### src/logic/text_placement_pkg.sv
// constants, register map and carrier types for the text placement engine
// assumes a 125 MHz core clock and a 240 x 64 pixel screen behind a drawing unit
package text_placement_pkg;
   // ----------------------------------------------------------------
   // command stream
   // ----------------------------------------------------------------
   localparam logic [7:0] CMD_PREFIX = 8'hfe;
   localparam logic [7:0] CMD_CELL_POS = 8'h47;
   localparam logic [7:0] CMD_HOME = 8'h48;
   localparam logic [7:0] CMD_SCROLL_ON = 8'h51;
   localparam logic [7:0] CMD_SCROLL_OFF = 8'h52;
   localparam logic [7:0] CMD_PIXEL_POS = 8'h79;
   localparam logic [7:0] CMD_GLYPH_SET = 8'h31;
   localparam logic [7:0] CMD_METRICS = 8'h32;
   localparam int BMP_BITS = 8;
   // ----------------------------------------------------------------
   // reset values
   // ----------------------------------------------------------------
   localparam logic [7:0] RST_SCROLL_ROW = 8'h40;
   localparam logic [7:0] RST_GLYPH_SET = 8'h01;
   localparam logic RST_AUTO_SCROLL = 1'b1;
   localparam logic [7:0] RST_MARGIN = 8'h00;
   localparam logic [7:0] RST_GAP = 8'h01;
   // ----------------------------------------------------------------
   // register map, byte addresses
   // ----------------------------------------------------------------
   localparam logic [7:0] REG_CTRL = 8'h00;
   localparam logic [7:0] REG_POS = 8'h04;
   localparam logic [7:0] REG_METRICS = 8'h08;
   localparam logic [7:0] REG_SCROLL = 8'h0c;
   localparam logic [7:0] REG_GLYPH_SET = 8'h10;
   localparam logic [1:0] RESP_OKAY = 2'b00;
   localparam logic [1:0] RESP_SLVERR = 2'b10;
   // ----------------------------------------------------------------
   // carriers
   // ----------------------------------------------------------------
   typedef struct packed {
      logic [7:0] left;
      logic [7:0] top;
      logic [7:0] hgap;
      logic [7:0] vgap;
      logic [7:0] scroll_row;
   } metrics_t;
   typedef struct packed {
      logic [7:0] x;
      logic [7:0] y;
      logic [7:0] code;
      logic [7:0] glyph_set_index;
   } draw_t;
   typedef struct packed {
      logic [7:0] x;
      logic [7:0] y;
      logic on;
   } pixel_t;
   // parameter bytes that follow each command code
   function automatic logic [2:0] param_count(input logic [7:0] code);
      unique case (code)
         CMD_CELL_POS, CMD_PIXEL_POS: param_count = 3'd2;
         CMD_GLYPH_SET: param_count = 3'd1;
         CMD_METRICS: param_count = 3'd5;
         default: param_count = 3'd0;
      endcase
   endfunction
endpackage

### src/logic/text_placement_engine.sv
// text placement engine: byte stream interpreter, insertion point, bitmap unpacker
// assumes a glyph store answering glyph_present/width/height for glyph_code within one cycle,
// a drawing unit with valid/ready, and an AXI4-Lite master on the register side
`timescale 1ns/100ps

module text_placement_engine #(
   parameter int SCREEN_W = 240
) (
   input wire logic core_clk,
   input wire logic nrst,
   // byte stream from the host link
   input wire logic rx_valid,
   input wire logic [7:0] rx_data,
   output logic rx_ready,
   // glyph store
   output logic [7:0] glyph_code,
   output logic [7:0] glyph_set_index,
   input wire logic glyph_present,
   input wire logic [7:0] glyph_width,
   input wire logic [7:0] glyph_height,
   input wire logic [7:0] glyph_widest,
   // drawing unit
   output logic draw_valid,
   output text_placement_pkg::draw_t draw,
   input wire logic draw_ready,
   output logic scroll_valid,
   output logic [7:0] scroll_lines,
   // bitmap bytes to pixels
   input wire logic bmp_start,
   input wire logic bmp_stored,
   input wire logic [7:0] bmp_x0,
   input wire logic [7:0] bmp_y0,
   input wire logic [7:0] bmp_height,
   input wire logic [7:0] bmp_width,
   input wire logic bmp_valid,
   input wire logic [7:0] bmp_byte,
   output logic bmp_ready,
   output logic pix_valid,
   output text_placement_pkg::pixel_t pix,
   // AXI4-Lite slave
   input wire logic [7:0] s_awaddr,
   input wire logic s_awvalid,
   output logic s_awready,
   input wire logic [31:0] s_wdata,
   input wire logic [3:0] s_wstrb,
   input wire logic s_wvalid,
   output logic s_wready,
   output logic [1:0] s_bresp,
   output logic s_bvalid,
   input wire logic s_bready,
   input wire logic [7:0] s_araddr,
   input wire logic s_arvalid,
   output logic s_arready,
   output logic [31:0] s_rdata,
   output logic [1:0] s_rresp,
   output logic s_rvalid,
   input wire logic s_rready
);
   import text_placement_pkg::*;

   initial begin
      if (SCREEN_W < 8 || SCREEN_W > 255) $error("SCREEN_W must lie in 8..255");
   end

   typedef enum logic [2:0] {ST_IDLE, ST_CMD, ST_PARAM, ST_EXEC, ST_GLYPH, ST_DRAW} state_t;

   state_t state;
   logic [7:0] cmd;
   logic [7:0] prm [5];
   logic [2:0] prm_idx;
   logic [2:0] prm_left;
   logic [7:0] pos_x;
   logic [7:0] pos_y;
   logic auto_scroll;
   metrics_t metrics;
   logic aw_held;
   logic w_held;
   logic [7:0] aw_addr;
   logic [31:0] w_data;
   logic [3:0] w_strb;
   logic sw_we;

   // ----------------------------------------------------------------
   // stream interpreter
   // ----------------------------------------------------------------
   // rx_ready is low outside the collecting states so a glyph or command is finished first
   always_ff @(posedge core_clk or negedge nrst) begin
      if (!nrst) begin
         state <= ST_IDLE;
         cmd <= 8'h00;
         prm_idx <= 3'd0;
         prm_left <= 3'd0;
         glyph_code <= 8'h00;
         rx_ready <= 1'b0;
         for (int i = 0; i < 5; i++) prm[i] <= 8'h00;
      end else begin
         unique case (state)
            ST_IDLE: begin
               rx_ready <= 1'b1;
               if (rx_valid && rx_ready) begin
                  if (rx_data == CMD_PREFIX) begin
                     state <= ST_CMD;
                  end else begin
                     glyph_code <= rx_data;
                     rx_ready <= 1'b0;
                     state <= ST_GLYPH;
                  end
               end
            end
            ST_CMD: begin
               if (rx_valid && rx_ready) begin
                  cmd <= rx_data;
                  prm_idx <= 3'd0;
                  prm_left <= param_count(rx_data);
                  if (param_count(rx_data) == 3'd0) begin
                     rx_ready <= 1'b0;
                     state <= ST_EXEC;
                  end else begin
                     state <= ST_PARAM;
                  end
               end
            end
            ST_PARAM: begin
               if (rx_valid && rx_ready) begin
                  prm[prm_idx] <= rx_data;
                  prm_idx <= prm_idx + 3'd1;
                  prm_left <= prm_left - 3'd1;
                  if (prm_left == 3'd1) begin
                     rx_ready <= 1'b0;
                     state <= ST_EXEC;
                  end
               end
            end
            ST_EXEC: begin
               rx_ready <= 1'b1;
               state <= ST_IDLE;
            end
            ST_GLYPH: begin
               // undefined code: nothing drawn, point untouched
               state <= glyph_present ? ST_DRAW : ST_IDLE;
               rx_ready <= !glyph_present;
            end
            ST_DRAW: begin
               if (draw_ready) begin
                  rx_ready <= 1'b1;
                  state <= ST_IDLE;
               end
            end
         endcase
      end
   end

   // ----------------------------------------------------------------
   // insertion point and glyph placement
   // ----------------------------------------------------------------
   // a glyph that would cross the right edge starts a new row; a row below the
   // scroll row either scrolls the image or wraps to the text area top
   always_ff @(posedge core_clk or negedge nrst) begin
      logic [9:0] px;
      logic [9:0] py;
      logic [9:0] pitch;
      if (!nrst) begin
         pos_x <= RST_MARGIN;
         pos_y <= RST_MARGIN;
         draw_valid <= 1'b0;
         draw <= '0;
         scroll_valid <= 1'b0;
         scroll_lines <= 8'h00;
      end else if (state == ST_EXEC) begin
         unique case (cmd)
            CMD_CELL_POS: begin
               pos_x <= 8'(glyph_widest * prm[0]);
               pos_y <= 8'(glyph_height * (prm[1] + metrics.vgap));
            end
            CMD_HOME: begin
               pos_x <= metrics.left;
               pos_y <= metrics.top;
            end
            CMD_PIXEL_POS: begin
               pos_x <= prm[0];
               pos_y <= prm[1];
            end
            default: begin
            end
         endcase
      end else if (state == ST_GLYPH && glyph_present) begin
         // widened copies so the edge and scroll tests cannot wrap around
         px = {2'b00, pos_x};
         py = {2'b00, pos_y};
         pitch = 10'(glyph_height) + 10'(metrics.vgap);
         if (px + 10'(glyph_width) > 10'(SCREEN_W)) begin
            px = 10'(metrics.left);
            py = py + pitch;
         end
         scroll_valid <= 1'b0;
         if (py + 10'(glyph_height) > 10'(metrics.scroll_row)) begin
            if (auto_scroll) begin
               scroll_valid <= 1'b1;
               scroll_lines <= 8'(pitch);
               py = py - pitch;
            end else begin
               px = 10'(metrics.left);
               py = 10'(metrics.top);
            end
         end
         draw_valid <= 1'b1;
         draw <= '{x: 8'(px), y: 8'(py), code: glyph_code, glyph_set_index: glyph_set_index};
         pos_x <= 8'(px + 10'(glyph_width) + 10'(metrics.hgap));
         pos_y <= 8'(py);
      end else if (state == ST_DRAW && draw_ready) begin
         draw_valid <= 1'b0;
         scroll_valid <= 1'b0;
      end
   end

   // ----------------------------------------------------------------
   // settings written by commands or by software
   // ----------------------------------------------------------------
   // a command executing in the same cycle as a software write wins
   always_ff @(posedge core_clk or negedge nrst) begin
      if (!nrst) begin
         auto_scroll <= RST_AUTO_SCROLL;
         metrics <= '{RST_MARGIN, RST_MARGIN, RST_GAP, RST_GAP, RST_SCROLL_ROW};
         glyph_set_index <= RST_GLYPH_SET;
      end else if (state == ST_EXEC) begin
         unique case (cmd)
            CMD_SCROLL_ON: auto_scroll <= 1'b1;
            CMD_SCROLL_OFF: auto_scroll <= 1'b0;
            CMD_GLYPH_SET: glyph_set_index <= prm[0];
            CMD_METRICS: metrics <= '{prm[0], prm[1], prm[2], prm[3], prm[4]};
            default: begin
            end
         endcase
      end else if (sw_we) begin
         if (aw_addr == REG_CTRL && w_strb[0]) auto_scroll <= w_data[0];
         if (aw_addr == REG_METRICS) begin
            if (w_strb[3]) metrics.left <= w_data[31:24];
            if (w_strb[2]) metrics.top <= w_data[23:16];
            if (w_strb[1]) metrics.hgap <= w_data[15:8];
            if (w_strb[0]) metrics.vgap <= w_data[7:0];
         end
         if (aw_addr == REG_SCROLL && w_strb[0]) metrics.scroll_row <= w_data[7:0];
         if (aw_addr == REG_GLYPH_SET && w_strb[0]) glyph_set_index <= w_data[7:0];
      end
   end

   // ----------------------------------------------------------------
   // bitmap unpacker, one pixel per cycle
   // ----------------------------------------------------------------
   logic [7:0] bmp_sh;
   logic [3:0] bmp_left;
   logic bmp_mode;
   logic [7:0] cur_x;
   logic [7:0] cur_y;
   logic [7:0] org_x;
   logic [7:0] org_y;
   logic [7:0] bmp_h;
   logic [7:0] bmp_w;
   // stored images run down a column and carry leftover bits into the next column;
   // inline images run across a row, MSB first
   always_ff @(posedge core_clk or negedge nrst) begin
      if (!nrst) begin
         bmp_sh <= 8'h00;
         bmp_left <= 4'd0;
         bmp_mode <= 1'b0;
         cur_x <= 8'h00;
         cur_y <= 8'h00;
         org_x <= 8'h00;
         org_y <= 8'h00;
         bmp_h <= 8'h01;
         bmp_w <= 8'h01;
         bmp_ready <= 1'b0;
         pix_valid <= 1'b0;
         pix <= '0;
      end else if (bmp_start) begin
         bmp_mode <= bmp_stored;
         org_x <= bmp_x0;
         org_y <= bmp_y0;
         cur_x <= bmp_x0;
         cur_y <= bmp_y0;
         bmp_h <= (bmp_height == 8'h00) ? 8'h01 : bmp_height;
         bmp_w <= (bmp_width == 8'h00) ? 8'h01 : bmp_width;
         bmp_left <= 4'd0;
         bmp_ready <= 1'b1;
         pix_valid <= 1'b0;
      end else if (bmp_left == 4'd0) begin
         pix_valid <= 1'b0;
         if (bmp_valid && bmp_ready) begin
            bmp_sh <= bmp_byte;
            bmp_left <= 4'(BMP_BITS);
            bmp_ready <= 1'b0;
         end
      end else begin
         pix_valid <= 1'b1;
         pix.x <= cur_x;
         pix.y <= cur_y;
         if (bmp_mode) begin
            pix.on <= bmp_sh[0];
            bmp_sh <= {1'b0, bmp_sh[7:1]};
            if (cur_y - org_y == bmp_h - 8'h01) begin
               cur_y <= org_y;
               cur_x <= cur_x + 8'h01;
            end else begin
               cur_y <= cur_y + 8'h01;
            end
         end else begin
            pix.on <= bmp_sh[7];
            bmp_sh <= {bmp_sh[6:0], 1'b0};
            if (cur_x - org_x == bmp_w - 8'h01) begin
               cur_x <= org_x;
               cur_y <= cur_y + 8'h01;
            end else begin
               cur_x <= cur_x + 8'h01;
            end
         end
         bmp_left <= bmp_left - 4'd1;
         bmp_ready <= (bmp_left == 4'd1);
      end
   end

   // ----------------------------------------------------------------
   // AXI4-Lite slave
   // ----------------------------------------------------------------
   assign sw_we = aw_held && w_held && !s_bvalid;
   // address and data may arrive in either order; each is held until both are present
   always_ff @(posedge core_clk or negedge nrst) begin
      if (!nrst) begin
         aw_held <= 1'b0;
         w_held <= 1'b0;
         aw_addr <= 8'h00;
         w_data <= 32'h0000_0000;
         w_strb <= 4'h0;
         s_awready <= 1'b0;
         s_wready <= 1'b0;
         s_bvalid <= 1'b0;
         s_bresp <= RESP_OKAY;
      end else begin
         s_awready <= !aw_held && !(s_awvalid && s_awready);
         s_wready <= !w_held && !(s_wvalid && s_wready);
         if (s_awvalid && s_awready) begin
            aw_held <= 1'b1;
            aw_addr <= s_awaddr;
         end
         if (s_wvalid && s_wready) begin
            w_held <= 1'b1;
            w_data <= s_wdata;
            w_strb <= s_wstrb;
         end
         if (sw_we) begin
            s_bvalid <= 1'b1;
            s_bresp <= (aw_addr == REG_CTRL || aw_addr == REG_METRICS || aw_addr == REG_SCROLL ||
                        aw_addr == REG_GLYPH_SET) ? RESP_OKAY : RESP_SLVERR;
         end else if (s_bvalid && s_bready) begin
            s_bvalid <= 1'b0;
            aw_held <= 1'b0;
            w_held <= 1'b0;
         end
      end
   end

   // reads show the live insertion point and settings
   always_ff @(posedge core_clk or negedge nrst) begin
      if (!nrst) begin
         s_arready <= 1'b0;
         s_rvalid <= 1'b0;
         s_rdata <= 32'h0000_0000;
         s_rresp <= RESP_OKAY;
      end else if (s_rvalid) begin
         if (s_rready) s_rvalid <= 1'b0;
         s_arready <= s_rready;
      end else begin
         s_arready <= !(s_arvalid && s_arready);
         if (s_arvalid && s_arready) begin
            s_rvalid <= 1'b1;
            s_rresp <= RESP_OKAY;
            unique case (s_araddr)
               REG_CTRL: s_rdata <= {31'h0, auto_scroll};
               REG_POS: s_rdata <= {16'h0000, pos_y, pos_x};
               REG_METRICS: s_rdata <= {metrics.left, metrics.top, metrics.hgap, metrics.vgap};
               REG_SCROLL: s_rdata <= {24'h000000, metrics.scroll_row};
               REG_GLYPH_SET: s_rdata <= {24'h000000, glyph_set_index};
               default: begin
                  s_rdata <= 32'h0000_0000;
                  s_rresp <= RESP_SLVERR;
               end
            endcase
         end
      end
   end
endmodule // text_placement_engine

### config.mk
export PLATFORM = sky130hd
export DESIGN_NAME = text_placement_engine
export DESIGN_NICKNAME = d
export VERILOG_FILES = /design/src/logic/text_placement_pkg.sv /design/src/logic/text_placement_engine.sv
export SDC_FILE = /design/constraint.sdc
export NUM_CORES = 1
export LEC_CHECK = 0
export BUFFER_PORTS_ARGS = -buffer_cell sky130_fd_sc_hd__buf_2
export CORE_MARGIN = 3
export CORE_UTILIZATION = 55
export CTS_BUF_LIST = sky130_fd_sc_hd__clkbuf_4
export DETAILED_ROUTE_END_ITERATION = 12
export GPL_TIMING_DRIVEN = 0
export PLACE_DENSITY = 0.76
export SLEW_MARGIN = 20
export SYNTH_ARGS = -nofsm -noshare
export SYNTH_HDL_FRONTEND = slang
export SYNTH_SLANG_ARGS = --single-unit
### constraint.sdc
create_clock -name core_clk -period 10.7 [get_ports core_clk]
set_input_delay 0.535 -clock core_clk [delete_from_list [all_inputs] [get_ports core_clk]]
set_output_delay 0.535 -clock core_clk [all_outputs]
set_load 0.005 [all_outputs]
==> run summary <==
The number of buffers on the longest clock path is 3, and the maximum number of pins on one net before global-route repair is 104. Setup repair after global routing left no endpoint under its margin. The die is 198 um wide. After clock tree synthesis, the clock-pin slew on the worst setup and hold paths is 70 ps.

In this run, post-CTS hold repair placed 82 buffers. At the end of the flow, the number of nets in the layout was 2769. The worst setup path is captured at a register.

Across all layers, the routed design uses 17600 vias. In this run the critical register-to-register path is launched from pos_x[0]. Counting every sink on the clock net gives 338.

The final period utilization is 85.9%, and the switching power as a share of total power is 37.1%. The overflow left after global routing is 0. The CTS root buffer was clkbuf_4. After synthesis, the mean cell area works out to 9.94 sq um. The capturing element of the worst setup path is pos_x[7]. The critical path crosses 33 cells after its start point.

The number of enable-type register cells in the synthesized netlist works out to 0. The run gives 17500 as the via count of the first global-routing pass. Synthesis instantiated 80 different standard cells from the library. The logs give 9840 ps for the arrival time at the worst endpoint and 1510 ps for the worst reg-to-reg setup slack.

The tools report the worst setup skew after layout as 77.2 ps. The buffering stage count on the worst path with inverters included was 2; the design area was 24300 sq um. The final hold violation count is 0. After detailed routing, the number of remaining DRC violations is 0.

The category of the worst setup path launch point is a register. The run gives 56.6% as the starting utilization of the core area. The tools report the top achievable clock speed as 0.109 GHz.

The initial antenna violation count came out at 10. Most frequent cell on the critical path: a21oi_1. The number of gates resized after CTS was 0. For the number of cell rows, the log shows 69.

The family with the most delay on the worst path was compound AO/OA/AOI/OAI gates. Worst-path cell with the longest stage delay: o41ai_4. The cell count after synthesis was 2050; the cell area after placement was 22300 sq um.

The highest cell delay on the worst timing path is 730 ps, and the share of post-route cells with drive strength above 1 is 22.9%. Summing the sequential cell areas from Yosys gives 41.6% of the chip area. The number of endpoints failing setup at the final stage was 0. Overall routed net length: 62.2 mm.

The number of cells on the worst reg-to-reg path is 33. The run gives 0 as the buffer count from post-CTS setup fixing. The completed layout was analyzed and its total power is 0.00463 W.

The floorplan step set the die height to 198 um. The proportion of power drawn by the clock network is 25.0%, and the global-route usage over all layers is 31.5%. Routability-driven placement finished with a final weighted congestion of 0.961.

For the reported net switching power, the log shows 0.00172 W. After detailed routing, the number of vias per cell comes to 5.84. VDD sags by at most 0.152 mV. The detail route stage leaves a number of antenna-violating nets equal to 0. The share of total power dissipated in sequential elements is 37.5%. The run gives 0 as the max-slew violation count. In this run the tightest slew margin relative to its limit is 23.5%. The multi-input combinational cells in the finished layout cover a total of 11100 sq um. During synthesis, Yosys emitted a total of 0 warnings.

For the number of buffers added by the clock tree synthesis step, the log shows 90. The clock tree synthesis step divided the H-tree into 3 levels. The tool flagged a number of max-cap violations equal to 0.

The internal power of the cells totals 0.00291 W. The first-pass GRT wire length is 96.2 mm, and the power per cell area is 190 nW/um^2. Number of detailed-route iterations in the first pass: 10. The first routing iteration left 1634 violations.

Relative to the synthesized area, the layout overhead comes to 19.2%. The tools report the leakage power as 12.0 nW. Of all nets on the critical path, the largest fanout is 10.

In this run the standard cell core region covers 36000 sq um. The floorplan step defined a die boundary enclosing 39400 sq um. The setup path with the least slack is of type reg2reg. In this run, synthesis produced a sequential element count of 338. Summed over all nets, the half-perimeter wirelength after detailed placement is 46.7 mm. In the final timing run, aggregate negative setup slack is 0 ps.

For the pin with the worst max-slew slack, the measured transition is 1140 ps. The wire length per cell is 20.6 um, and the cell area after synthesis is 20400 sq um. The portion of total power attributed to combinational logic is 37.5%, and the number of filler instances in the final layout is 2828. TritonCTS built the clock tree.

For the worst setup path, the data required time is 11350 ps. The worst path needs 9190 ps of the cycle, external delays included. The launch point of the critical path is pos_x[0]. For this run, asynchronously set or reset flops after synthesis account for 100%. Among all flip-flop cells after synthesis, the most frequent one is dfrtp_1. The number of port buffers was 248; the worst-skew pair later-pin latency was 820 ps. The flow ran to the end, and the final reports show no timing, DRC or antenna violations. The sequential cell area came out at 8470 sq um.

The tools report the endpoint of the worst register-to-register path as pos_x[7]. The worst hold path belongs to the class in2reg. The number of placed I/O pins was 256.
-- per-stage QoR --
stage | utilization [%] | hold WS (ps) | std cells | setup WS (ps)
2_1_floorplan | - | 239 | 2051 | 3000
3_3_place_gp | 61.6 | 451 | 2760 | 1540
3_5_place_dp | 61.9 | 450 | 2763 | 1470
4_1_cts | 67.3 | 2.76 | 3002 | 1630
5_1_grt | 67.4 | 5.04 | 3012 | 1170
6_report | 67.4 | 66.8 | 3012 | 1510
-- power groups by stage --
| stage | combinational [W] | clock [W] | sequential [W] |
|---|---|---|---|
| global placement | 0.00163 | 0 | 0.00174 |
| floorplan | 0.00125 | 0 | 0.00166 |
| global route | 0.00192 | 0.00125 | 0.00176 |
| CTS | 0.00172 | 0.00118 | 0.00173 |
| detailed placement | 0.00168 | 0 | 0.00175 |
| finish | 0.00173 | 0.00116 | 0.00174 |
-- kinds of logic after synthesis --
group           count (synthesis)  share of synthesized area (%)
compound gates                443                           13.6
xor+xnor                      126                           5.49
fa+ha+maj                     157                           11.1
buf+inv                       214                           4.04
flops                         338                           41.6
mux                           210                           11.3
other cells                     1                         0.0184
simple gates                  561                           12.9
-- worst min path at each step --
stage | start | end | slack (ps) | cells past startpoint
floorplan | nrst | aw_addr[0] | 240 | 0
global placement | s_rdata[26] | s_rdata[26] | 450 | 2
detailed placement | s_rdata[26] | s_rdata[26] | 450 | 2
CTS | bmp_byte[3] | bmp_sh[3] | 3 | 3
global route | bmp_byte[3] | bmp_sh[3] | 5 | 3
finish | bmp_byte[3] | bmp_sh[3] | 70 | 3
-- cells in the mapped netlist (14+ instances only) --
| library cell | number | share of area, % |
|---|---|---|
| nand2b_1 | 15 | 0.46 |
| a21oi_1 | 136 | 3.3 |
| a222oi_1 | 18 | 0.88 |
| a211oi_1 | 14 | 0.52 |
| o21ai_0 | 130 | 3.2 |
| xnor2_1 | 94 | 4.0 |
| xor2_1 | 31 | 1.3 |
| inv_1 | 128 | 2.4 |
| ha_1 | 116 | 7.1 |
| nor3_1 | 25 | 0.61 |
| clkbuf_1 | 71 | 1.3 |
| fa_1 | 40 | 3.9 |
| nand3_1 | 37 | 0.91 |
| nand2_1 | 264 | 4.9 |
| mux2_2 | 155 | 8.6 |
| nor2b_1 | 18 | 0.55 |
| a21o_1 | 30 | 1.1 |
| and2_1 | 54 | 1.7 |
| a31oi_1 | 21 | 0.65 |
| dfrtp_1 | 331 | 41 |
| nor2_1 | 90 | 1.7 |
| mux2i_1 | 53 | 2.6 |
-- flip-flops by register name, indices dropped and copies added (netlist names), 8 cells and up --
name,count
prm,40
glyph_set_index,8
aw_addr,8
pos_x,8
bmp_w,8
s_rdata,32
bmp_h,8
org_y,8
pix,17
glyph_code,8
draw,32
w_data,32
cur_x,8
org_x,8
cur_y,8
cmd,8
pos_y,8
bmp_sh,8
metrics,40
scroll_lines,8
-- layer usage --
layer / track usage (%) / wire length [um] / vias up
li1: - / - / 8057
met1: 42.7 / 25800 / 8584
met2: 49.7 / 29200 / 788
met3: 6.71 / 4940 / 159
met4: 13.0 / 2320 / 0
met5: 0 / 0 / -
-- final cells by class --
class / instances / area share, %
sequential: 338 / 34.9
tap: 461 / 2.38
buffer: 85 / 1.40
timing repair buffer: 333 / 8.87
antenna: 10 / 0.103
clock inverter: 31 / 0.794
multi-input combinational: 1499 / 45.7
clock buffer: 126 / 3.90
inverter: 129 / 1.99
-- worst reg2reg max path: cells and delay by family, from the launching register on --
family | cells | cell delay, ps
buffers and inverters | 2 | 510
AND/OR/NAND/NOR | 6 | 1290
flip-flops | 1 | 470
XOR/XNOR | 3 | 390
adder cells (fa/ha/maj) | 7 | 2430
AO/OA/AOI/OAI | 13 | 3010
multiplexers | 2 | 940
-- placed cells by master, fill, tap and decap left out, types with 14 or more instances in the layout --
cell	n
dfrtp_1	331
nand2_1	264
buf_2	250
mux2_2	155
a21oi_1	136
o21ai_0	130
inv_1	128
clkbuf_4	126
ha_1	116
xnor2_1	94
nor2_1	90
dlygate4sd3_1	82
clkbuf_1	71
and2_1	54
mux2i_1	53
fa_1	40
nand3_1	37
xor2_1	31
a21o_1	30
nor3_1	25
a31oi_1	21
clkinv_1	21
nor2b_1	18
a222oi_1	18
nand2b_1	15
a211oi_1	14
(Power assumes the default switching activity.)
